--- config.mk ---
export PLATFORM = sky130hd
export DESIGN_NAME = csd_space_decoder
export DESIGN_NICKNAME = d
export VERILOG_FILES = /design/src/csd_pkg.sv /design/src/csd_tmr_if.sv /design/src/csd_cycle_timer.sv /design/src/csd_space_decoder.sv
export SDC_FILE = /design/constraint.sdc
export NUM_CORES = 1
export LEC_CHECK = 0
export BUFFER_PORTS_ARGS = -buffer_cell sky130_fd_sc_hd__buf_2
export CORE_ASPECT_RATIO = 0.75
export CORE_MARGIN = 2
export CORE_UTILIZATION = 30
export DETAILED_ROUTE_END_ITERATION = 12
export HOLD_SLACK_MARGIN = 0.15
export PLACE_DENSITY_LB_ADDON = 0.3
export SLEW_MARGIN = 40
export SYNTH_ARGS = -nofsm -noshare
export SYNTH_HDL_FRONTEND = slang
export SYNTH_SLANG_ARGS = --single-unit
--- constraint.sdc ---
create_clock -name sys_clk_i -period 2.9 [get_ports sys_clk_i]
set_input_delay 0.29 -clock sys_clk_i [delete_from_list [all_inputs] [get_ports sys_clk_i]]
set_output_delay 0.29 -clock sys_clk_i [all_outputs]
set_load 0.005 [all_outputs]
--- src/csd_pkg.sv ---
// Shared constants and types for the chip-select space decoder
package csd_pkg;
   // Register byte addresses
   localparam logic [31:0] ADDR_BM [4] = '{32'hffffe400, 32'hffffe404,
                                          32'hffffe408, 32'hffffe40c};
   localparam logic [31:0] ADDR_CTL [3] = '{32'hffffe480, 32'hffffe484,
                                           32'hffffe488};
   localparam logic [31:0] ADDR_STAT = 32'hffffe490;
   // Values after reset, then the control write mask
   localparam logic [31:0] BM_RST = 32'h000001ff;
   localparam logic [31:0] CTL_RST [3] = '{32'h00050005, 32'h00050805,
                                          32'h00000805};
   localparam logic [31:0] CTL_WMASK = 32'h0bdf0bdf;
   // Field positions inside one 16-bit half of a control register; BASE_LSB is in the base/mask register
   localparam int HALF = 16;
   localparam int WAIT_LSB = 0;
   localparam int WIDTH_BIT = 4;
   localparam int WAVE_LSB = 6;
   localparam int REC_LSB = 8;
   localparam int EN_BIT = 11;
   localparam int BASE_LSB = 16;
   // Field codes
   localparam logic [3:0] WAIT_MAX = 4'h7;
   localparam logic [3:0] WAIT_EXT = 4'hf;
   localparam logic [3:0] WAIT_EXT_BASE = 4'h1;
   localparam logic [1:0] REC_TWO = 2'h0;
   localparam logic [1:0] REC_ONE = 2'h1;
   // Excluded address range, kept as printed
   localparam logic [31:0] EXCL_LO = 32'hffff8000;
   localparam logic [31:0] EXCL_HI = 32'h1fffbfff;
   // Bus responses
   localparam logic [1:0] RESP_OKAY = 2'h0;
   localparam logic [1:0] RESP_SLVERR = 2'h2;
   // Access sequencer states, Gray along idle-access-recover
   typedef enum logic [1:0] {
      ST_IDLE = 2'b00,
      ST_ACCESS = 2'b01,
      ST_RECOVER = 2'b11
   } csd_state_e;
endpackage

--- src/csd_tmr_if.sv ---
// Link between the decoder and its access-cycle timer
`timescale 1ns/10ps
`default_nettype none
interface csd_tmr_if;
   logic start;
   logic is_read;
   logic [3:0] wait_code;
   logic [1:0] rec_code;
   logic ext_wait;
   logic active;
   logic done;
   logic recover;
   modport ctl (output start, is_read, wait_code, rec_code, ext_wait,
                input active, done, recover);
   modport tmr (input start, is_read, wait_code, rec_code, ext_wait,
                output active, done, recover);
endinterface
`default_nettype wire

--- src/csd_cycle_timer.sv ---
// Access-cycle timer: wait cycles, external waits, read recovery
`timescale 1ns/10ps
`default_nettype none
module csd_cycle_timer (
   // Clock and reset
   input wire logic sys_clk_i,
   input wire logic rst_i,
   // Decoder side
   csd_tmr_if.tmr tif
);
   csd_pkg::csd_state_e state_q, state_d;
   logic [3:0] cnt_q, cnt_d;
   logic ext_q, ext_d;
   logic rd_q, rd_d;
   logic [3:0] rec_q, rec_d;
   logic done;

   // Next state of the sequencer
   always_comb begin
      state_d = state_q;
      cnt_d = cnt_q;
      ext_d = ext_q;
      rd_d = rd_q;
      rec_d = rec_q;
      done = 1'b0;
      case (state_q)
         csd_pkg::ST_IDLE: if (tif.start) begin
            state_d = csd_pkg::ST_ACCESS;
            rd_d = tif.is_read;
            ext_d = (tif.wait_code == csd_pkg::WAIT_EXT);
            if (tif.wait_code == csd_pkg::WAIT_EXT) begin
               cnt_d = csd_pkg::WAIT_EXT_BASE;
            end else if (tif.wait_code <= csd_pkg::WAIT_MAX) begin
               cnt_d = tif.wait_code;
            end else begin
               cnt_d = 4'h0;
            end
            if (tif.rec_code == csd_pkg::REC_TWO) begin
               rec_d = 4'h2;
            end else if (tif.rec_code == csd_pkg::REC_ONE) begin
               rec_d = 4'h1;
            end else begin
               rec_d = 4'h0;
            end
         end
         csd_pkg::ST_ACCESS: if (cnt_q != 4'h0) begin
            cnt_d = cnt_q - 4'h1;
         end else if (ext_q && tif.ext_wait) begin
            cnt_d = 4'h0;
         end else begin
            done = 1'b1;
            if (rd_q && rec_q != 4'h0) begin
               state_d = csd_pkg::ST_RECOVER;
               cnt_d = rec_q - 4'h1;
            end else begin
               state_d = csd_pkg::ST_IDLE;
            end
         end
         csd_pkg::ST_RECOVER: if (cnt_q != 4'h0) begin
            cnt_d = cnt_q - 4'h1;
         end else begin
            state_d = csd_pkg::ST_IDLE;
         end
         default: state_d = csd_pkg::ST_IDLE;
      endcase
   end

   // State registers
   always_ff @(posedge sys_clk_i) begin
      if (rst_i) begin
         state_q <= csd_pkg::ST_IDLE;
         cnt_q <= 4'h0;
         ext_q <= 1'b0;
         rd_q <= 1'b0;
         rec_q <= 4'h0;
      end else begin
         state_q <= state_d;
         cnt_q <= cnt_d;
         ext_q <= ext_d;
         rd_q <= rd_d;
         rec_q <= rec_d;
      end
   end

   assign tif.active = (state_q != csd_pkg::ST_IDLE);
   assign tif.done = done;
   assign tif.recover = (state_q == csd_pkg::ST_RECOVER);
endmodule
`default_nettype wire

--- src/csd_space_decoder.sv ---
// Chip-select space decoder with AXI4-Lite register access
//
// Notes on behaviour
// - Base field gives upper 16 start-address bits of each space.
// - Spaces 0,1 mask A29-A14 per bit; A31, A30 always compared.
// - Spaces 2,3 mask A30-A15 per bit; A31 always compared.
// - No select asserts in the excluded range, whatever the programming.
// - After reset only space 2 and the default space are enabled; space 2 covers all 4 GB; the code leaves out the excluded range.
// - Overlap picks lowest space number; default external space last.
// - Each space and default space has own control settings.
// - Waveform code 00 only; the code stores and outputs any written code. Width bit 0 is 16-bit, 1 is 8-bit.
// - Wait codes 0-7 give that many waits; 1111 one plus external.
// - Mask bit 1 drops the address bit from comparison.
// - Read recovery code 00 two, 01 one, 10 no dummy cycles.
`timescale 1ns/10ps
`default_nettype none
module csd_space_decoder (
   // Clock and reset
   input wire logic sys_clk_i,
   input wire logic rst_i,
   // AXI4-Lite write address and data
   input wire logic [31:0] s_axi_awaddr_i,
   input wire logic s_axi_awvalid_i,
   output logic s_axi_awready_o,
   input wire logic [31:0] s_axi_wdata_i,
   input wire logic [3:0] s_axi_wstrb_i,
   input wire logic s_axi_wvalid_i,
   output logic s_axi_wready_o,
   // AXI4-Lite write response
   output logic [1:0] s_axi_bresp_o,
   output logic s_axi_bvalid_o,
   input wire logic s_axi_bready_i,
   // AXI4-Lite read
   input wire logic [31:0] s_axi_araddr_i,
   input wire logic s_axi_arvalid_i,
   output logic s_axi_arready_o,
   output logic [31:0] s_axi_rdata_o,
   output logic [1:0] s_axi_rresp_o,
   output logic s_axi_rvalid_o,
   input wire logic s_axi_rready_i,
   // Processor access request
   input wire logic acc_valid_i,
   input wire logic acc_read_i,
   input wire logic [31:0] acc_addr_i,
   input wire logic ext_wait_i,
   output logic acc_ready_o,
   output logic acc_done_o,
   output logic acc_recover_o,
   // External memory strobes and settings
   output logic [3:0] select_output_n_o,
   output logic default_external_space_o,
   output logic acc_width8_o,
   output logic [1:0] acc_waveform_o
);
   // Register storage
   logic [31:0] bm_q [4];
   logic [31:0] ctl_q [3];
   logic cover_all_q;

   // Write channel state
   logic [31:0] aw_addr_q;
   logic [31:0] w_data_q;
   logic [3:0] w_strb_q;
   logic aw_hold_q;
   logic w_hold_q;
   logic bvalid_q;
   logic [1:0] bresp_q;

   // Read channel state
   logic [31:0] rdata_q;
   logic [1:0] rresp_q;
   logic rvalid_q;

   // Access outputs
   logic [3:0] cs_q;
   logic ex_q;
   logic width8_q;
   logic [1:0] wave_q;

   // Per-space fields, index 4 is the default space
   logic en [5];
   logic width8 [5];
   logic [1:0] wave [5];
   logic [3:0] wait_code [5];
   logic [1:0] rec [5];

   // Decode results
   logic [3:0] wr_bm_sel;
   logic [2:0] wr_ctl_sel;
   logic wr_hit;
   logic [31:0] rd_val;
   logic rd_hit;
   logic [3:0] hit;
   logic [3:0] grant;
   logic excl;
   logic ex_hit;
   logic [2:0] sel_idx;
   logic aw_fire;
   logic w_fire;
   logic wr_go;
   logic ar_fire;
   logic acc_go;

   csd_tmr_if tif ();

   // Byte-lane merge of a write into a stored word
   function automatic logic [31:0] merge(input logic [31:0] old,
                                         input logic [31:0] wd,
                                         input logic [3:0] strb);
      logic [31:0] res;
      res = old;
      for (int b = 0; b < 4; b++) begin
         if (strb[b]) begin
            res[8*b +: 8] = wd[8*b +: 8];
         end
      end
      return res;
   endfunction

   // Channel handshakes; one write and one read in flight
   assign s_axi_awready_o = !aw_hold_q && !bvalid_q;
   assign s_axi_wready_o = !w_hold_q && !bvalid_q;
   assign aw_fire = s_axi_awvalid_i && s_axi_awready_o;
   assign w_fire = s_axi_wvalid_i && s_axi_wready_o;
   assign wr_go = aw_hold_q && w_hold_q;
   assign s_axi_bvalid_o = bvalid_q;
   assign s_axi_bresp_o = bresp_q;
   assign s_axi_arready_o = !rvalid_q;
   assign ar_fire = s_axi_arvalid_i && s_axi_arready_o;
   assign s_axi_rvalid_o = rvalid_q;
   assign s_axi_rdata_o = rdata_q;
   assign s_axi_rresp_o = rresp_q;

   // Address and data are caught in either order
   always_ff @(posedge sys_clk_i) begin
      if (rst_i) begin
         aw_hold_q <= 1'b0;
         w_hold_q <= 1'b0;
         aw_addr_q <= 32'h0;
         w_data_q <= 32'h0;
         w_strb_q <= 4'h0;
      end else begin
         if (aw_fire) begin
            aw_hold_q <= 1'b1;
            aw_addr_q <= s_axi_awaddr_i;
         end else if (wr_go) begin
            aw_hold_q <= 1'b0;
         end
         if (w_fire) begin
            w_hold_q <= 1'b1;
            w_data_q <= s_axi_wdata_i;
            w_strb_q <= s_axi_wstrb_i;
         end else if (wr_go) begin
            w_hold_q <= 1'b0;
         end
      end
   end

   // Write response once both halves are in
   always_ff @(posedge sys_clk_i) begin
      if (rst_i) begin
         bvalid_q <= 1'b0;
         bresp_q <= csd_pkg::RESP_OKAY;
      end else if (wr_go) begin
         bvalid_q <= 1'b1;
         bresp_q <= wr_hit ? csd_pkg::RESP_OKAY : csd_pkg::RESP_SLVERR;
      end else if (s_axi_bready_i) begin
         bvalid_q <= 1'b0;
      end
   end

   // Write address decode
   always_comb begin
      wr_bm_sel = 4'h0;
      wr_ctl_sel = 3'h0;
      if (aw_addr_q == csd_pkg::ADDR_BM[0]) begin
         wr_bm_sel[0] = 1'b1;
      end else if (aw_addr_q == csd_pkg::ADDR_BM[1]) begin
         wr_bm_sel[1] = 1'b1;
      end else if (aw_addr_q == csd_pkg::ADDR_BM[2]) begin
         wr_bm_sel[2] = 1'b1;
      end else if (aw_addr_q == csd_pkg::ADDR_BM[3]) begin
         wr_bm_sel[3] = 1'b1;
      end else if (aw_addr_q == csd_pkg::ADDR_CTL[0]) begin
         wr_ctl_sel[0] = 1'b1;
      end else if (aw_addr_q == csd_pkg::ADDR_CTL[1]) begin
         wr_ctl_sel[1] = 1'b1;
      end else if (aw_addr_q == csd_pkg::ADDR_CTL[2]) begin
         wr_ctl_sel[2] = 1'b1;
      end
   end
   // Status word is read-only, so a write there is refused
   assign wr_hit = (wr_bm_sel != 4'h0) || (wr_ctl_sel != 3'h0);

   // Register writes and field extraction per space
   for (genvar s = 0; s < 4; s++) begin : g_space
      always_ff @(posedge sys_clk_i) begin
         if (rst_i) begin
            bm_q[s] <= csd_pkg::BM_RST;
         end else if (wr_go && wr_bm_sel[s]) begin
            bm_q[s] <= merge(bm_q[s], w_data_q, w_strb_q);
         end
      end
      localparam int R = s / 2;
      localparam int O = (s % 2) * csd_pkg::HALF;
      assign en[s] = ctl_q[R][O + csd_pkg::EN_BIT];
      assign width8[s] = ctl_q[R][O + csd_pkg::WIDTH_BIT];
      assign wave[s] = ctl_q[R][O + csd_pkg::WAVE_LSB +: 2];
      assign wait_code[s] = ctl_q[R][O + csd_pkg::WAIT_LSB +: 4];
      assign rec[s] = ctl_q[R][O + csd_pkg::REC_LSB +: 2];
   end

   // Control registers; the reserved bits stay zero
   for (genvar c = 0; c < 3; c++) begin : g_ctl
      always_ff @(posedge sys_clk_i) begin
         if (rst_i) begin
            ctl_q[c] <= csd_pkg::CTL_RST[c];
         end else if (wr_go && wr_ctl_sel[c]) begin
            ctl_q[c] <= merge(ctl_q[c], w_data_q, w_strb_q)
                        & csd_pkg::CTL_WMASK;
         end
      end
   end

   // Default space settings sit in the low half of its register
   assign en[4] = ctl_q[2][csd_pkg::EN_BIT];
   assign width8[4] = ctl_q[2][csd_pkg::WIDTH_BIT];
   assign wave[4] = ctl_q[2][csd_pkg::WAVE_LSB +: 2];
   assign wait_code[4] = ctl_q[2][csd_pkg::WAIT_LSB +: 4];
   assign rec[4] = ctl_q[2][csd_pkg::REC_LSB +: 2];

   // Space 2 spans everything outside the excluded range until software first writes its base/mask
   always_ff @(posedge sys_clk_i) begin
      if (rst_i) begin
         cover_all_q <= 1'b1;
      end else if (wr_go && wr_bm_sel[2]) begin
         cover_all_q <= 1'b0;
      end
   end

   // Read decode
   always_comb begin
      rd_val = 32'h0;
      rd_hit = 1'b1;
      if (s_axi_araddr_i == csd_pkg::ADDR_BM[0]) begin
         rd_val = bm_q[0];
      end else if (s_axi_araddr_i == csd_pkg::ADDR_BM[1]) begin
         rd_val = bm_q[1];
      end else if (s_axi_araddr_i == csd_pkg::ADDR_BM[2]) begin
         rd_val = bm_q[2];
      end else if (s_axi_araddr_i == csd_pkg::ADDR_BM[3]) begin
         rd_val = bm_q[3];
      end else if (s_axi_araddr_i == csd_pkg::ADDR_CTL[0]) begin
         rd_val = ctl_q[0];
      end else if (s_axi_araddr_i == csd_pkg::ADDR_CTL[1]) begin
         rd_val = ctl_q[1];
      end else if (s_axi_araddr_i == csd_pkg::ADDR_CTL[2]) begin
         rd_val = ctl_q[2];
      end else if (s_axi_araddr_i == csd_pkg::ADDR_STAT) begin
         rd_val = {25'h0, acc_recover_o, tif.active, ex_q, cs_q};
      end else begin
         rd_hit = 1'b0;
      end
   end

   // Read data is held until the master takes it
   always_ff @(posedge sys_clk_i) begin
      if (rst_i) begin
         rvalid_q <= 1'b0;
         rdata_q <= 32'h0;
         rresp_q <= csd_pkg::RESP_OKAY;
      end else if (ar_fire) begin
         rvalid_q <= 1'b1;
         rdata_q <= rd_val;
         rresp_q <= rd_hit ? csd_pkg::RESP_OKAY : csd_pkg::RESP_SLVERR;
      end else if (s_axi_rready_i) begin
         rvalid_q <= 1'b0;
      end
   end

   // Excluded range wraps through zero as printed
   assign excl = (acc_addr_i >= csd_pkg::EXCL_LO)
                 || (acc_addr_i <= csd_pkg::EXCL_HI);

   // Base compare over A31-A14; base bits A15, A14 compare as zero
   for (genvar s = 0; s < 4; s++) begin : g_match
      logic [17:0] care;
      logic match;
      if (s < 2) begin : g_lo
         assign care = {2'b11, ~bm_q[s][15:0]};
      end else begin : g_hi
         assign care = {1'b1, ~bm_q[s][15:0], 1'b0};
      end
      assign match = ((acc_addr_i[31:14]
                      ^ {bm_q[s][31:csd_pkg::BASE_LSB], 2'b00})
                      & care) == 18'h0;
      if (s == 2) begin : g_all
         assign hit[s] = en[s] && !excl && (match || cover_all_q);
      end else begin : g_one
         assign hit[s] = en[s] && !excl && match;
      end
   end

   // Lowest-numbered hit wins, default space only when none hits
   assign grant = hit & (~hit + 4'h1);
   assign ex_hit = (hit == 4'h0) && en[4] && !excl;

   // Settings come from the winning space
   assign sel_idx = grant[0] ? 3'd0 : grant[1] ? 3'd1 : grant[2] ? 3'd2
                  : grant[3] ? 3'd3 : 3'd4;

   // Timer start and settings handed over
   assign acc_ready_o = !tif.active;
   assign acc_go = acc_valid_i && !tif.active;
   assign tif.start = acc_go;
   assign tif.is_read = acc_read_i;
   assign tif.wait_code = wait_code[sel_idx];
   assign tif.rec_code = rec[sel_idx];
   assign tif.ext_wait = ext_wait_i;

   csd_cycle_timer u_timer (
      .sys_clk_i(sys_clk_i),
      .rst_i(rst_i),
      .tif(tif)
   );

   // Strobes held from the cycle after start through the done cycle, off in recovery
   always_ff @(posedge sys_clk_i) begin
      if (rst_i) begin
         cs_q <= 4'h0;
         ex_q <= 1'b0;
         width8_q <= 1'b0;
         wave_q <= 2'h0;
      end else if (acc_go) begin
         cs_q <= grant;
         ex_q <= ex_hit;
         width8_q <= width8[sel_idx];
         wave_q <= wave[sel_idx];
      end else if (tif.done) begin
         cs_q <= 4'h0;
         ex_q <= 1'b0;
      end
   end

   // Outputs
   assign select_output_n_o = ~cs_q;
   assign default_external_space_o = ex_q;
   assign acc_width8_o = width8_q;
   assign acc_waveform_o = wave_q;
   assign acc_done_o = tif.done;
   assign acc_recover_o = tif.recover;
endmodule
`default_nettype wire

==> implementation parameters, run 1 <==
Parameter                              Value

Outcome
  Result of the run    complete, but fails checks
  Failing checks    negative setup slack

Setup path
  R2r worst-path depth    10
  Endpoint of the lowest-slack register-to-register path    acc_waveform_o[1]
  Crit Reg-Reg Startpoint    bm_q[3][20]
  Startpoint types    flop
  Arrival @ worst endpoint    3440 ps
  Critical path capture point type    flop
  Maximum fanout count along the critical path    5
  Category of the most critical setup path    flop to flop
  Req. time, crit path    3330 ps
  Setup slack of the most critical reg-to-reg path    -110 ps

Floorplan
  Starting density of the core    0.305
  Die area    51400 um^2
  Number of standard-cell rows in the floorplan    70
  Count of pins on the block boundary    194
  Die Y    197 um
  Core ar.    48900 um^2
  Die Span X    261 um

Final layout
  Total number of nets in the final design    1946
  Fraction of layout instances using a drive strength above 1    0.265
  Final cell count without fillers    2478
  Summed area of non-filler cells in the final layout    19900 um^2
  Sequential cell area in the final layout    8150 um^2
  Count of fill cells added during filler insertion    4772
  Footprint of the multi-input gates    6350 um^2
  Commonest cells after routing, fill and taps aside    229 x nand2_1, 188 x edfxtp_1, 176 x buf_2
  Area delta synth->final    33.7%
  Most frequent standard cell in the layout excluding fill and tap cells    nand2_1

Synthesis
  Post-synth ARST share    0
  Yosys warning count    0
  Number of synthesized flops with an enable pin    188
  FF+latch count, synth    313
  Part of the Yosys area used for sequential elements    0.547
  Area of the mapped netlist    14900 um^2
  Gate count of the mapped netlist    1440
  Dominant register cell in the synthesized netlist    edfxtp_1
  Distinct cell type count of the synthesized netlist    85
  Synthesized area per cell    10.3 um^2

Pwr
  Total leakage power    0.00756 uW
  Pwr/cell area    568 nW/um^2
  IR drop worst, VDD    0.349 mV

Job
  Max cap viols    0

Clocking
  H-tree depth reported by CTS    2
  Num Clock Sinks    313
  Root buffer cell    clkbuf_16
  Clock transition at path regs    60 ps
  Total clock buffers created by CTS    37
  Clock latency of the later-clocked register in the worst-skew pair    550 ps
  Longest Clk Path Bufs    3
  CTS tree    built

Timing
  Least-Margin Pin Slew    804 ps
  Worst setup skew after layout    23.6 ps
  Max Transition Viols Final    0
  Tmin final    3010 ps
  Crit share post-route    1.04
  Setup repair after global routing missed its margin    yes
  Final hold violations    0
  Hold Worst Slack    172 ps
  Fmax achieved    0.332 GHz
  Setup-failing EPs final    9
  Setup slack of the critical path after layout    -115 ps
  Relative slew margins    0.464
  Sum of negative setup slack    -606 ps

Drt
  Routed via count divided by cell count    5.35
  Detailed-router iteration count before antenna repair    5
  Count of routing violations after the opening detailed-route iteration    1907
  Post-detailed-route wirelength per cell    23.4 um
  Drt drc    0
  Routed Antenna Nets    0
  Total via count after detailed routing    13300
  Sum of routed wire length over all layers    58.1 mm

Placement
  IO buf count    177
  Placed Cells    2323
  Half-perimeter wire length after detailed placement    43.5 mm
  Routability Congestion    0.984
  Area of placed instances    17600 um^2

Hold path
  Path class of the lowest-slack min-delay path    primary input to flop
  Hold path depth    5
  Hold path endpoint    s_axi_rresp_o[1]
  Critical hold path startpoint    s_axi_araddr_i[0]

Global routing
  Maximum number of pins on one net before global-route repair    157
  Initial antenna violation count    4
  Total routing resource utilization after global routing    0.222
  Number of global-route vias before repair    12700
  First-pass GRT wire length    83.9 mm
  Grt ovf    0
[registers in the layout, indices dropped and copies added, names as in the netlist, 2 cells and up]
signal           count
acc_waveform_o       2
aw_addr_q           32
bm_q               128
cs_q                 4
ctl_q               60
s_axi_rdata_o       32
u_timer.cnt_q        4
u_timer.rec_q        2
u_timer.state_q      2
w_data_q            32
w_strb_q             4
[routing by layer]
layer | global-route usage | wire (um) | vias up | part of all wire
li1 | - | - | 6002 | -
met1 | 0.337 | 26500 | 6403 | 0.46
met2 | 0.309 | 23100 | 759 | 0.40
met3 | 0.0484 | 6670 | 98 | 0.11
met4 | 0.0726 | 1770 | 2 | 0.030
met5 | 0 | 13 | - | 0.00022
[worst max-delay path: stages (launching register included)]
cell and delay, ps:
edfxtp_1 490, xnor2_2 200, o22ai_1 90, or4_4 530, or4_4 600, o21ai_4 130
buf_4 160, buf_6 110, nor2_2 50, a221o_1 310, a32o_1 250
[cell usage after synthesis, drive strengths merged (18+ instances only)]
cell	count	area [um^2]
a222oi	33	330
o21ai	19	110
nor2	94	355
a211oi	21	170
nand2	232	878
xnor2	60	563
edfxtp	188	5650
buf	38	260
nand3	31	155
and3	24	150
clkbuf	71	318
inv	18	67.6
o22ai	37	231
dfxtp	125	2500
and2	98	613
nand2b	38	238
a21o	30	225
a21oi	90	450
a311oi	18	158
[cells by family (layout without fill, tap and decap cells)]
kind of cell,count (synthesis),in the layout,synth area share
compound gates,323,323,0.157
xor+xnor,65,65,0.0408
fa+ha+maj,4,4,0.00336
buf+inv,127,515,0.0434
flops,313,313,0.547
mux,9,9,0.00630
other cells,1,3,0.000252
simple gates,598,598,0.201
[how the worst max path moves through the flow]
stage | to | from | depth (start not counted) | slack (ps)
after detailed placement | u_timer.rec_q[0] | acc_addr_i[18] | 14 | -300
after floorplan | bm_q[3][0] | aw_addr_q[9] | 7 | 40
after CTS | u_timer.cnt_q[2] | bm_q[3][25] | 10 | -110
final | acc_waveform_o[1] | bm_q[3][20] | 10 | -110
after global placement | u_timer.rec_q[1] | acc_addr_i[18] | 14 | -380
after global routing | u_timer.rec_q[0] | bm_q[3][20] | 10 | -220
[repair_timing]
| item | in CTS | in global routing |
|---|---|---|
| hold endpoints to repair | 72 | 0 |
| setup endpoints to repair | 9 | 142 |
| resized for setup | 19 | 24 |
| setup buffers | 4 | 6 |
| cloned | 0 | 1 |
| pin swaps | 12 | 10 |
| hold buffers | 73 | 0 |
[through the flow]
step / total power, uW / util / setup WS (ps)
after CTS: 11400 / 0.403 / -109
after detailed placement: 6440 / 0.360 / -296
after global routing: 11700 / 0.407 / -216
after floorplan: 5800 / - / 42.3
final: 11300 / 0.407 / -115
after global placement: 6420 / 0.360 / -381
[cell type report]
| cell class | count | share of cell area |
|---|---|---|
| diodes | 1 | 0.000126 |
| well taps | 648 | 0.0407 |
| clock buffers | 47 | 0.0532 |
| flip-flops and latches | 313 | 0.409 |
| repair buffers | 429 | 0.164 |
| clock inverters | 21 | 0.00987 |
| multi-input cells | 1001 | 0.319 |
| inverters | 18 | 0.00339 |
[report_power, final]
group          switching [uW]  internal [uW]  total, uW
clock network            1960           2870       4820
registers                 317           4950       5270
logic                     634            585       1220
No activity file was read; power rests on OpenSTA's default activity.
==> run 2: changes to the inputs <==
- CORE_MARGIN: 2 -> 3
==> run 2 against run 1 <==
The flow still finishes with violations (negative setup slack). Via count shrank 0.69%. Sequential share of layout area is essentially flat. Combinational power is essentially flat. Clock-buffer cell count grew 6. Power shrank 0.56%. Clock power shrank 1%. Non-clock buffer count grew 1. Largest power group unchanged. Maximum frequency grew 0.47%. Highest routed layer is now met4.
==> implementation parameters, run 2 (synthesis results as in run 1) <==
Parameter                              Value

Setup path
  Setup slack of the most critical reg-to-reg path    -100 ps (about the same)
  Critical path capture point type    flop
  Worst setup path startpoint    bm_q[3][20]
  Worst path slowest cell    or4_4
  Dominant delay contributor by cell family on the critical path    simple AND/OR/NAND/NOR gates
  Req. time, crit path    3340 ps (about the same)
  Arrival @ worst endpoint    3440 ps (about the same)
  R2r worst-path depth    11 (+1)
  Count of buffer and inverter cells on the critical path    2 (unchanged)
  Delay contributed by the slowest stage of the critical path    580 ps (-20 ps)
  Startpoint types    flop
  Endpoint of the lowest-slack register-to-register path    u_timer.ext_q
  Logic depth of the worst path, buffers included    11 (+1)
  Worst setup endpoint    u_timer.ext_q
  CP dominant cell by count    or4_4
  Category of the most critical setup path    flop to flop
  Maximum fanout count along the critical path    4 (-1)
  Crit Reg-Reg Startpoint    bm_q[3][20]
  Sequence of cells on the critical path    xnor2_2 > o22ai_1 > or4_4 > or4_4 > buf_12 > o211a_1 > o31ai_2 > mux2i_1 > buf_4 > nand3_1 > o31ai_1

Final layout
  Most frequent standard cell in the layout excluding fill and tap cells    nand2_1
  Sequential cell area in the final layout    8150 um^2 (unchanged)
  Number of flip-flops under the largest register name    128 (unchanged)
  Footprint of the multi-input gates    6340 um^2 (about the same)
  Count of fill cells added during filler insertion    4833 (+1.3%)
  Regs by FF count    bm_q: 128 flops, ctl_q: 60 flops
  Total number of nets in the final design    1947 (+0.051%)
  Area delta synth->final    33.6% (about the same)
  Commonest cells after routing, fill and taps aside    230 x nand2_1, 188 x edfxtp_1, 177 x buf_2
  Fraction of layout instances using a drive strength above 1    0.259 (-0.00533)
  Register ranked first by flip-flop count    bm_q

Global routing
  Initial antenna violation count    2 (-2)
  Grt ovf    0 (unchanged)
  First-pass GRT wire length    83.2 mm (-0.84%)
  Number of global-route vias before repair    12500 (-1.3%)
  Maximum number of pins on one net before global-route repair    157 (unchanged)
  Total routing resource utilization after global routing    0.216 (-0.00606)

Placement
  Routability Congestion    0.937 (-4.7%)
  Half-perimeter wire length after detailed placement    43.6 mm (+0.20%)
  IO buf count    177 (unchanged)
  Placement-stage worst setup slack    -315 ps (-19.3 ps)

Floorplan
  Number of standard-cell rows in the floorplan    70 (unchanged)
  Starting density of the core    0.305 (unchanged)
  Count of pins on the block boundary    194 (unchanged)
  Die Span X    263 um (+0.77%)
  Die Y    199 um (+1.0%)
  Die area    52400 um^2 (+1.8%)
  Core ar.    48900 um^2 (unchanged)

Timing
  Setup-failing EPs final    8 (-1)
  Relative slew margins    0.325 (-0.140)
  Setup slack of the critical path after layout    -101 ps (+14.2 ps)
  Hold Worst Slack    218 ps (+46.3 ps)
  Setup repair after global routing missed its margin    yes
  Fmax achieved    0.333 GHz (+0.47%)
  Sum of negative setup slack    -429 ps (+177 ps)
  Least-Margin Pin Slew    1010 ps (+209 ps)
  Worst setup skew after layout    22.2 ps (-1.36 ps)
  Max Transition Viols Final    0 (unchanged)
  Tmin final    3000 ps (-14.2 ps)
  Crit share post-route    1.03 (-0.00489)
  Final hold violations    0 (unchanged)

Drt
  Total via count after detailed routing    13200 (-0.69%)
  Routed via count divided by cell count    5.32 (-0.65%)
  Routed Antenna Nets    0 (unchanged)
  Sum of routed wire length over all layers    58.1 mm (+0.16%)
  Drt drc    0 (unchanged)
  Detailed-router iteration count before antenna repair    7 (+2)
  Count of routing violations after the opening detailed-route iteration    1558 (-18%)
  Post-detailed-route wirelength per cell    23.5 um (+0.20%)

Clocking
  Root buffer cell    clkbuf_16
  Total clock buffers created by CTS    37 (unchanged)
  Longest Clk Path Bufs    3 (unchanged)
  Clock transition at path regs    60 ps (about the same)
  Num Clock Sinks    313 (unchanged)
  H-tree depth reported by CTS    2 (unchanged)
  Clock latency of the later-clocked register in the worst-skew pair    570 ps (+20 ps)
  CTS tree    built

Outcome
  Result of the run    complete, but fails checks
  Failing checks    negative setup slack

Pwr
  Pwr/cell area    566 nW/um^2 (-0.48%)
  IR drop worst, VDD    0.304 mV (-13%)
  Total power draw    11300 uW (-0.56%)
  Total leakage power    0.00757 uW (about the same)

Hold path
  Path class of the lowest-slack min-delay path    primary input to flop

Job
  Max cap viols    0 (unchanged)
## run 2: cell count changes in the layout (fill, tap and decap cells not counted), sizes merged
cell / delta
clkdlybuf4s15: -1
clkinv: -8
clkbuf: +4
dlygate4sd3: +1
buf: +3
## run 2: how the worst min path moves through the flow
stage / start / to / slack [ps] / depth (start not counted)
floorplan: s_axi_rready_i / s_axi_rvalid_o / 390 / 1
global placement: aw_addr_q[4] / aw_addr_q[4] / 440 / 2
detailed placement: aw_addr_q[11] / aw_addr_q[11] / 450 / 2
CTS: s_axi_araddr_i[3] / s_axi_rresp_o[1] / 190 / 5
global route: acc_valid_i / u_timer.rd_q / 260 / 4
finish: s_axi_araddr_i[3] / s_axi_rresp_o[1] / 220 / 5
## run 2: what timing repair did
action / CTS / global route
pin swaps: 14 / 17
buffers inserted: 7 / 9
resized for setup: 21 / 19
endpoints found under the setup margin: 33 / 243
endpoints found under the hold margin: 72 / 0
hold buffers: 74 / 0
## run 2: where the power goes
part	leakage [uW]	total [uW]	internal [uW]	switching [uW]
clock	0.000589	4770	2830	1940
combinational	0.00415	1210	582	625
sequential	0.00282	5270	4960	317
total	0.00757	11300	8360	2890
## run 2: per-layer routing
metal	track usage	wire length [um]	vias to the layer above
li1	-	-	6003
met1	0.318	26100	6308
met2	0.300	23000	755
met3	0.0674	7190	106
met4	0.0692	1820	0
met5	0	0	-
## run 2: area by class of cell
cell class                 instances  area share
antenna                            1    0.000126
clock buffer                      53      0.0534
clock inverter                    13     0.00780
inverter                          18     0.00340
multi-input combinational       1001       0.319
sequential                       313       0.410
tap                              648      0.0408
timing repair buffer             430       0.166
## run 2: tightest hold or removal path, stage by stage
cell and delay [ps]:
buf_2 120, a21oi_1 40, o21ai_0 150, o22ai_1 60, nor2_1 70
## run 2: metrics by stage
| stage | std cells | instance area [um^2] | utilization |
|---|---|---|---|
| 2_1_floorplan | 1441 | 14900 | - |
| 3_3_place_gp | 2319 | 17600 | 0.360 |
| 3_5_place_dp | 2320 | 17600 | 0.360 |
| 4_1_cts | 2467 | 19700 | 0.403 |
| 5_1_grt | 2476 | 19900 | 0.407 |
| 6_report | 2477 | 19900 | 0.407 |
